[config.mk]
export PLATFORM = sky130hd
export DESIGN_NAME = dfss_device_flat
export DESIGN_NICKNAME = d
export VERILOG_FILES = /design/src/logic/dfss_pkg.sv /design/src/logic/dfss_link_if.sv /design/src/logic/dfss_device.sv /design/src/flat_wrapper.sv
export SDC_FILE = /design/constraint.sdc
export NUM_CORES = 1
export LEC_CHECK = 0
export BUFFER_PORTS_ARGS = -buffer_cell sky130_fd_sc_hd__buf_2
export CAP_MARGIN = 10
export CORE_UTILIZATION = 45
export DETAILED_ROUTE_END_ITERATION = 7
export HOLD_SLACK_MARGIN = 0.02
export SYNTH_ARGS = -nofsm -noshare
export SYNTH_HDL_FRONTEND = slang
export SYNTH_SLANG_ARGS = --single-unit
[constraint.sdc]
create_clock -name clk_sys -period 3 [get_ports clk_sys]
set_clock_uncertainty 0.05 [all_clocks]
set_input_delay 0.3 -clock clk_sys [delete_from_list [all_inputs] [get_ports clk_sys]]
set_output_delay 0.3 -clock clk_sys [all_outputs]
set_load 0.05 [all_outputs]
[src/logic/dfss_pkg.sv]
package dfss_pkg;
	// Frame geometry
	localparam int FSW_BITS      = 14;    // Sync word length
	localparam int PAYLOAD_BITS  = 4688;  // Payload bits per frame
	localparam int FRAME_BITS    = 4702;  // Unstuffed frame length
	localparam int STUFF_BITS    = 4;     // Extra bits in a stuffed frame
	localparam int STUFFED_BITS  = 4706;  // Stuffed frame length
	localparam int SYM_SHORT     = 2351;  // Line symbols, plain frame
	localparam int SYM_LONG      = 2353;  // Line symbols, stuffed frame
	localparam int CNT_W         = 13;    // Bit counter width
	// Default sync word pattern
	localparam logic [13:0] SYNC_WORD = 14'h0cf3;
	// Link activation: frames missed before the link drops
	localparam int LOSS_FRAMES   = 3;
	// Bit clock divider of the device: 50 MHz / 8
	localparam int BIT_DIV       = 8;
endpackage

[src/logic/dfss_link_if.sv]
interface dfss_link_if;
	logic payloadBitClock;   // Bit clock from device
	logic txFramePulse;      // Frame pulse from application
	logic txData;            // Transmit payload
	logic rxData;            // Receive payload
	logic rxPayloadStrobe;   // High while rxData holds payload
	logic rxFramePulse;      // One bit period per received frame
	modport dev (
		output payloadBitClock,
		input  txFramePulse,
		input  txData,
		output rxData,
		output rxPayloadStrobe,
		output rxFramePulse
	);
	modport app (
		input  payloadBitClock,
		output txFramePulse,
		output txData,
		input  rxData,
		input  rxPayloadStrobe,
		input  rxFramePulse
	);
endinterface

[src/logic/dfss_device.sv]
module dfss_device #(
	parameter int          BIT_DIV   = dfss_pkg::BIT_DIV,
	parameter logic [13:0] SYNC_WORD = dfss_pkg::SYNC_WORD
) (
	input  wire logic clk_sys,
	input  wire logic rst,
	dfss_link_if.dev  link,
	input  wire logic variableRate,  // Mode select
	input  wire logic lineIn,        // Serial bit from far transceiver
	output logic      lineOut,       // Serial bit toward far transceiver
	output logic      lineBitEn,     // One cycle per line bit
	output logic      linkUp,        // Link active
	output logic      rxStuffed,     // Last frame was stuffed
	output logic      txSymbolFrame  // Long frame in line symbols
);
	localparam int FB = dfss_pkg::FSW_BITS;
	localparam int CW = dfss_pkg::CNT_W;
	localparam logic [CW-1:0] FRAME_LEN = CW'(dfss_pkg::FRAME_BITS);
	localparam logic [CW-1:0] STUF_LEN  = CW'(dfss_pkg::STUFFED_BITS);

	// Bit clock divider; rising edge is the bit enable
	logic [7:0] divCnt_ff;
	logic       bitClk_ff;
	wire        divWrap = (divCnt_ff == 8'(BIT_DIV / 2 - 1));
	wire        riseEn  = divWrap && !bitClk_ff;
	wire        fallEn  = divWrap && bitClk_ff;
	always_ff @(posedge clk_sys or posedge rst) begin
		if (rst) begin
			divCnt_ff <= 8'h00;
			bitClk_ff <= 1'b0;
		end else begin
			divCnt_ff <= divWrap ? 8'h00 : divCnt_ff + 8'h01;
			if (divWrap) begin
				bitClk_ff <= !bitClk_ff;
			end
		end
	end
	assign link.payloadBitClock = bitClk_ff;
	assign lineBitEn = riseEn;

	// Transmit: count sync word bits after frame pulse rising edge
	logic       tfpPrev_ff;
	logic [4:0] txFsw_ff;   // Remaining sync bits
	logic       txOut_ff;
	wire        tfpRise = link.txFramePulse && !tfpPrev_ff;
	wire        txInFsw = (txFsw_ff != 5'h00);
	wire [3:0]  txIdx   = 4'(txFsw_ff - 5'h01);
	always_ff @(posedge clk_sys or posedge rst) begin
		if (rst) begin
			tfpPrev_ff <= 1'b0;
			txFsw_ff   <= 5'h00;
			txOut_ff   <= 1'b0;
		end else if (riseEn) begin
			// Pulse and data sampled at rising bit clock
			tfpPrev_ff <= link.txFramePulse;
			if (tfpRise) begin
				txFsw_ff <= 5'(FB - 1);
				txOut_ff <= SYNC_WORD[FB-1];
			end else if (txInFsw) begin
				// Application data ignored meanwhile
				txFsw_ff <= txFsw_ff - 5'h01;
				txOut_ff <= SYNC_WORD[txIdx];
			end else begin
				txOut_ff <= link.txData;
			end
		end
	end
	assign lineOut = txOut_ff;

	// Receive: shift register and bit counter since last word
	logic [FB-1:0] rxSh_ff;
	logic [CW-1:0] rxCnt_ff;
	logic          locked_ff;
	logic [1:0]    miss_ff;
	logic          rxD_ff;
	logic          rxSt_ff;
	logic          rfp_ff;
	logic          stuf_ff;
	logic          symLong_ff;
	logic [FB-1:0] shNext;
	assign shNext = {rxSh_ff[FB-2:0], lineIn};
	wire  match    = (shNext == SYNC_WORD);
	wire  atShort  = (rxCnt_ff == FRAME_LEN - CW'(1));
	wire  atLong   = (rxCnt_ff == STUF_LEN - CW'(1));
	wire  expected = atShort || (variableRate && atLong);
	wire  overdue  = (rxCnt_ff >= STUF_LEN - CW'(1));
	// Delayed stream: output lags the line by the word length
	wire  outBit   = rxSh_ff[FB-1];
	always_ff @(posedge clk_sys or posedge rst) begin
		if (rst) begin
			rxSh_ff    <= '0;
			rxCnt_ff   <= '0;
			locked_ff  <= 1'b0;
			miss_ff    <= 2'h0;
		end else if (riseEn) begin
			rxSh_ff <= shNext;
			if (match && (!locked_ff || expected)) begin
				// Word seen in place, or anywhere while unlocked; restart frame
				rxCnt_ff  <= '0;
				locked_ff <= 1'b1;
				miss_ff   <= 2'h0;
			end else if (overdue) begin
				rxCnt_ff <= '0;
				if (miss_ff == 2'(dfss_pkg::LOSS_FRAMES - 1)) begin
					locked_ff <= 1'b0;
				end else begin
					miss_ff <= miss_ff + 2'h1;
				end
			end else begin
				rxCnt_ff <= rxCnt_ff + CW'(1);
			end
		end
	end

	// Receive outputs except linkUp change on falling edge, valid at rise
	wire frameMark = match && locked_ff && expected;
	// Late word means the frame just ended was stuffed
	wire lateMark  = frameMark && atLong && !atShort;
	logic markDly_ff;
	logic stufDly_ff;  // Held with the mark until the fall
	// Capture at the rise, since counter restarts there
	always_ff @(posedge clk_sys or posedge rst) begin
		if (rst) begin
			markDly_ff <= 1'b0;
			stufDly_ff <= 1'b0;
		end else if (riseEn) begin
			markDly_ff <= frameMark;
			stufDly_ff <= lateMark;
		end
	end
	always_ff @(posedge clk_sys or posedge rst) begin
		if (rst) begin
			rxD_ff     <= 1'b0;
			rxSt_ff    <= 1'b0;
			rfp_ff     <= 1'b0;
			stuf_ff    <= 1'b0;
			symLong_ff <= 1'b0;
		end else if (fallEn) begin
			rxD_ff <= outBit;
			// Strobe low over word, and over stuffed bits before it
			rxSt_ff <= locked_ff && (rxCnt_ff >= CW'(FB))
				&& (rxCnt_ff < CW'(FB + dfss_pkg::PAYLOAD_BITS));
			rfp_ff <= markDly_ff;
			// Frame kind updates together with the frame pulse
			if (markDly_ff) begin
				stuf_ff    <= stufDly_ff;
				symLong_ff <= stufDly_ff;
			end
		end
	end
	assign link.rxData          = rxD_ff;
	assign link.rxPayloadStrobe = rxSt_ff;
	assign link.rxFramePulse    = rfp_ff;
	assign linkUp               = locked_ff;
	assign rxStuffed            = stuf_ff;
	assign txSymbolFrame        = symLong_ff;
endmodule

[src/flat_wrapper.sv]
// flat-port wrapper written by rule: the top's interface ports become plain ports
module dfss_device_flat 
#(
	parameter int          BIT_DIV   = dfss_pkg::BIT_DIV,
	parameter logic [13:0] SYNC_WORD = dfss_pkg::SYNC_WORD
)
  (clk_sys, rst, variableRate, lineIn, lineOut, lineBitEn, linkUp, rxStuffed, txSymbolFrame, link_payloadBitClock, link_txFramePulse, link_txData, link_rxData, link_rxPayloadStrobe, link_rxFramePulse);
  dfss_link_if link_i ();
  input  wire logic clk_sys;
  input  wire logic rst;
  input  wire logic variableRate;
  input  wire logic lineIn;
  output logic lineOut;
  output logic lineBitEn;
  output logic linkUp;
  output logic rxStuffed;
  output logic txSymbolFrame;
  output wire logic [$bits(link_i.payloadBitClock)-1:0] link_payloadBitClock;
  input wire logic [$bits(link_i.txFramePulse)-1:0] link_txFramePulse;
  input wire logic [$bits(link_i.txData)-1:0] link_txData;
  output wire logic [$bits(link_i.rxData)-1:0] link_rxData;
  output wire logic [$bits(link_i.rxPayloadStrobe)-1:0] link_rxPayloadStrobe;
  output wire logic [$bits(link_i.rxFramePulse)-1:0] link_rxFramePulse;
  assign link_payloadBitClock = link_i.payloadBitClock;
  assign link_i.txFramePulse = link_txFramePulse;
  assign link_i.txData = link_txData;
  assign link_rxData = link_i.rxData;
  assign link_rxPayloadStrobe = link_i.rxPayloadStrobe;
  assign link_rxFramePulse = link_i.rxFramePulse;
  dfss_device #(.BIT_DIV(BIT_DIV), .SYNC_WORD(SYNC_WORD)) u_core (.clk_sys(clk_sys), .rst(rst), .link(link_i), .variableRate(variableRate), .lineIn(lineIn), .lineOut(lineOut), .lineBitEn(lineBitEn), .linkUp(linkUp), .rxStuffed(rxStuffed), .txSymbolFrame(txSymbolFrame));
endmodule
### Word level (Yosys, flattened, before mapping)

Memories as Yosys holds them, arrays and structs flattened.
Cells that the tools add are included.

| cells by class | value |
|---|---|
| add/sub/neg operators | 4 |
| order comparisons | 4 |
| equality and inequality tests | 6 |
| multiplexer cells | 14 |
| reductions and logical operators | 25 |

Operator list:

| operator | number |
|---|---|
| == test 13 bit, second input constant | 2 |
| 2-to-1 mux 13 bit | 2 |
| == test 14 x 12 -> 1 bit, second input constant | 1 |
| adder 13 x 1 -> 13 bit, second input constant | 1 |
| >= comparator 13 bit, second input constant | 1 |
| >= comparator 13 x 4 -> 1 bit, second input constant | 1 |
| < comparator 13 bit, second input constant | 1 |
| logical AND 1 bit | 11 |
| 2-to-1 mux 5 bit | 2 |
| adder 8 x 1 -> 8 bit, second input constant | 1 |
| == test 8 x 2 -> 1 bit, second input constant | 1 |
| 2-to-1 mux 8 bit | 1 |
| 2-to-1 mux 1 bit | 6 |
| 2-to-1 mux 2 bit | 3 |
| AND reduction 3 bit | 2 |
| nonzero test 2 bit | 3 |
| < comparator 4 x 5 -> 1 bit, second input constant | 1 |
| nonzero test 5 bit | 1 |
| subtractor 5 x 1 -> 5 bit, second input constant | 1 |
| zero test 1 bit | 4 |
| AND reduction 2 bit | 2 |
| adder 2 x 1 -> 2 bit, second input constant | 1 |
| == test 2 bit, second input constant | 1 |
| logical OR 1 bit | 2 |
| != test 2 x 1 -> 1 bit, second input constant | 1 |

| storage, ports and cells | value |
|---|---|
| flip-flop bits (word level) | 52 |
| memory bits (read-only) | 16 |
| input bits | 6 |
| output and inout port bits | 9 |
| logic and storage cells | 69 |
| memories | 1 |

Memory list:

| name | depth | bits a word | rd ports | clocked after Yosys merged registers in | write ports | RTL line | RTL |
|---|---|---|---|---|---|---|---|
| (name not given) | 16 | 1 | 1 | 0 | 0 | dfss_device.sv:62 | `txOut_ff <= SYNC_WORD[txIdx];` |

### Depth between registers and ports, before layout

| depth | value |
|---|---|
| depth in word-level cells | 7 |
| mapped depth | 9 |
| depth with buffers taken out | 8 |

### Worst setup path after synthesis

No wires, ideal clock.

| timing path | value |
|---|---|
| path type | register to output |
| start | register u_core.bitClk_ff, in the netlist u_core.link.payloadBitClock |
| end | output port lineBitEn |
| arrival | 1.839 ns |
| data required time | 2.650 ns |
| path slack | 0.811 ns |
| stages on the path, launching flop included | 6 |
| buffers on the path | 2 |
| cells stage by stage | dfrtp_1 or4_4 or2_1 buf_6 inv_2 buf_2 |

| between the ends | value |
|---|---|
| longest elaborated chain between the ends | 2 |

Ends and longest elaborated chain:

| what | RTL line | RTL |
|---|---|---|
| from (decl) | dfss_device.sv:23 | `logic bitClk_ff;` |
| from (signal assigned) | dfss_device.sv:34 | `bitClk_ff <= !bitClk_ff;` |
| zero test 1 bit | dfss_device.sv:25 | `wire riseEn = divWrap && !bitClk_ff;` |
| logical AND 1 bit | dfss_device.sv:25 |  |
| to (decl) | flat_wrapper.sv:14 | `output logic lineBitEn;` |

Every way passes these cells.

### Final worst setup path

| timing path | value |
|---|---|
| start | register u_core.divCnt_ff[0] |
| end | output port lineBitEn |

| between the ends | value |
|---|---|
| longest elaborated chain between the ends | 2 |

Ends and longest elaborated chain:

| what | RTL line | RTL |
|---|---|---|
| from (decl) | dfss_device.sv:22 | `logic [7:0] divCnt_ff;` |
| from (signal assigned) | dfss_device.sv:32 | `divCnt_ff <= divWrap ? 8'h00 : divCnt_ff + 8'h01;` |
| == test 8 x 2 -> 1 bit | dfss_device.sv:24 | `wire divWrap = (divCnt_ff == 8'(BIT_DIV / 2 - 1));` |
| logical AND 1 bit | dfss_device.sv:25 |  |

Every way passes these cells.

==> flow_metrics.env <==
export IMPL_num_rows=27
export IMPL_area_delta_synth_final_pct=9.61
export IMPL_portBuffers=14
export IMPL_firstDrtPassIters=4
export IMPL_gp_congestion=0.798
export IMPL_drtAntennaViolNets=0
export IMPL_dp_cells=351
export IMPL_final_area_um2=2840
export IMPL_antenna_found_initial=0
export IMPL_vias_per_cell=5.24
export IMPL_tightest_slew_ps=493
export IMPL_path_max_fanout=13
export IMPL_hold_ws_ps=148
export IMPL_grt_pass1_vias=1880
export IMPL_fp_coreArea_um2=5540
export IMPL_cp_arrival_ps=2360
export IMPL_h_tree_depth=2
export IMPL_numCtsBuffers=5
export IMPL_grt_usage_pct=18.2
export IMPL_post_route_min_period_ps=2710
export IMPL_drt_iter0_drc=137
export IMPL_finalMaxSlewViolations=0
export IMPL_outcome="completed"
export IMPL_hold_viol_final=0
export IMPL_final_util_pct=51.3
export IMPL_rsz0062_at_grt="no"
export IMPL_setup_viol=0
export IMPL_maxSlewHeadroom_pct=67.1
export IMPL_pre_cts_slack_ps=625
export IMPL_power_density_nw_per_um2=455
export IMPL_drc_errors=0
export IMPL_cp_start_kind="flop"
export IMPL_yosysTopAreaCellShare_pct=50.2
export IMPL_nets=300
export IMPL_die_area_um2=6070
export IMPL_clock_tree_buffer_depth=2
export IMPL_wirelength_mm=4.74
export IMPL_die_w_um=77.9
export IMPL_synth_area_um2=2590
export IMPL_async_flop_share_pct=100
export IMPL_clock_latency_ps=300
export IMPL_fmax_ghz=0.369
export IMPL_vias=1890
export IMPL_syn_inst=271
export IMPL_yosysTopAreaCell="dfrtp_1"
export IMPL_start_util_pct=46.8
export IMPL_met2_length_mm=2.11
export IMPL_cts_tree="done"
export IMPL_placed_cell_area_um2=2720
export IMPL_dpl_hpwl_mm=3.31
export IMPL_clk_pin_slew_worst_paths_ps=90
export IMPL_max_vdd_ir_drop_mv=0.209
export IMPL_synth_edf_count=0
export IMPL_cap_viol_max_count=0
export IMPL_grt_pass1_wl_mm=8.52
export IMPL_grt_max_degree=53
export IMPL_fin_tns_setup_ps=0
export IMPL_p_leak_nw=1.32
export IMPL_numClockSinks=52
export IMPL_avgSynthCellArea_um2=9.56
export IMPL_synth_distinct_cells=54
export IMPL_synth_nets=283
export IMPL_gr_total_overflow=0
export IMPL_cts_resized_gates=0
export IMPL_worstSetupPathType="reg -> out"
export IMPL_ys_flop_type="dfrtp_1"
export IMPL_clock_root_buffer="clkbuf_8"
export IMPL_layout_setup_ws_ps=290
export IMPL_min_path_type="in -> reg"
export IMPL_drive_above_1_share_pct=14.2
export IMPL_worst_ep_required_time_ps=2650
export IMPL_pin_count=15
export IMPL_ys_ff_latch=52
export IMPL_cts_setup_buffers=0
export IMPL_wl_met1_mm=2.50
export IMPL_power_total_mw=1.29
export IMPL_ys_seq_area_share_pct=50.2
export IMPL_cp_end_kind="output pin"
export IMPL_top_layer="met4"
export IMPL_yosys_warnings=0
export IMPL_wire_per_inst_um=13.1
export IMPL_synth_area_leaders="dfrtp_1 (50%), nand2_1 (10%), ha_1 (2.9%), o21ai_0 (2.9%), xnor2_1 (2.7%)"
export IMPL_met3WireLength_um=100
export IMPL_fin_crit_sh_pct=90.3
export IMPL_diodes=0
export IMPL_stdcell_count=361
export IMPL_die_y_um=77.9
[cells by family (layout without fill, tap and decap cells)]
kind of cell             count (synthesis)  in the layout  share of synthesized area [%]
multiplexers                             4              4                           1.64
AO/OA/AOI/OAI                           44             44                           11.1
flip-flops                              52             52                           50.2
adder cells (fa/ha/maj)                  6              6                           2.90
XOR/XNOR                                14             14                           4.73
AND/OR/NAND/NOR                        133            133                           25.9
buffers and inverters                   18             36                           3.52
[cells in the final DEF (no fill, tap or decap), drive strengths merged, types with 7 or more instances in the layout]
master	Yosys	layout
a21oi	12	12
xnor2	8	8
nand2	70	70
nor3	8	8
dfrtp	52	52
nor2	14	14
o21ai	15	15
inv	9	9
buf	5	18
clkbuf	4	7
nand3	10	10
[flip-flops by register name, summed over array words and instances, names as in the netlist]
register / flops
u_core.rxStuffed: 1
u_core.miss_ff: 2
u_core.link.payloadBitClock: 1
u_core.link.rxPayloadStrobe: 1
u_core.linkUp: 1
u_core.tfpPrev_ff: 1
u_core.divCnt_ff: 8
u_core.markDly_ff: 1
u_core.rxCnt_ff: 13
u_core.lineOut: 1
u_core.txFsw_ff: 5
u_core.link.rxData: 1
u_core.stufDly_ff: 1
u_core.link.rxFramePulse: 1
u_core.rxSh_ff: 14
[metal layers]
metal,track usage (%),vias up
met3,4.24,2
met4,6.23,0
li1,-,966
met1,24.8,898
met5,0,-
met2,28.5,24
[area by class of cell]
class | instances | area, µm²
fillers | 541 | 2700
flip-flops and latches | 52 | 1300
multi-input cells | 201 | 1200
repair buffers | 19 | 123
well taps | 72 | 90.1
clock buffers | 7 | 86.3
inverters | 9 | 33.8
clock inverters | 1 | 7.51
[worst max-delay path: stages (launching register included)]
cell and delay [ps]:
dfrtp_1 390, ha_1 210, or4b_4 530, or2_1 440
inv_2 210, buf_2 290
[worst paths after layout]
path | startpoint | end | slack (ps) | depth (start not counted)
setup / recovery | u_core.divCnt_ff[0] | lineBitEn | 290 | 5
hold / removal | link_txFramePulse | u_core.tfpPrev_ff | 150 | 3
setup reg to reg | u_core.divCnt_ff[0] | u_core.txFsw_ff[4] | 620 | 8
hold reg to reg | u_core.lineOut | u_core.lineOut | 430 | 2
max in group asynchronous | rst | u_core.link.rxPayloadStrobe | 1910 | 4
min in group asynchronous | rst | u_core.rxStuffed | 470 | 3
[power breakdown]
part	switching, mW	internal [mW]	total, mW
Combinational	0.0764	0.0499	0.126
Sequential	0.0252	0.726	0.752
Clock	0.227	0.188	0.415
[cell usage after synthesis (all sizes together), types with 3 or more instances]
library cell,instances
clkbuf,4
nor3,8
nand3,10
ha,6
or4,3
nand2,70
dfrtp,52
or3,3
xor2,6
or2,3
inv,9
o21ai,15
o41ai,3
buf,5
xnor2,8
nor4,3
and3,4
nor2,14
nor2b,3
a21oi,12
[what timing repair did]
action / CTS / global route
endpoints found under the hold margin: 0 / 17
hold buffers: 0 / 1
endpoints found under the setup margin: 0 / 0
(Power assumes the default switching activity.)
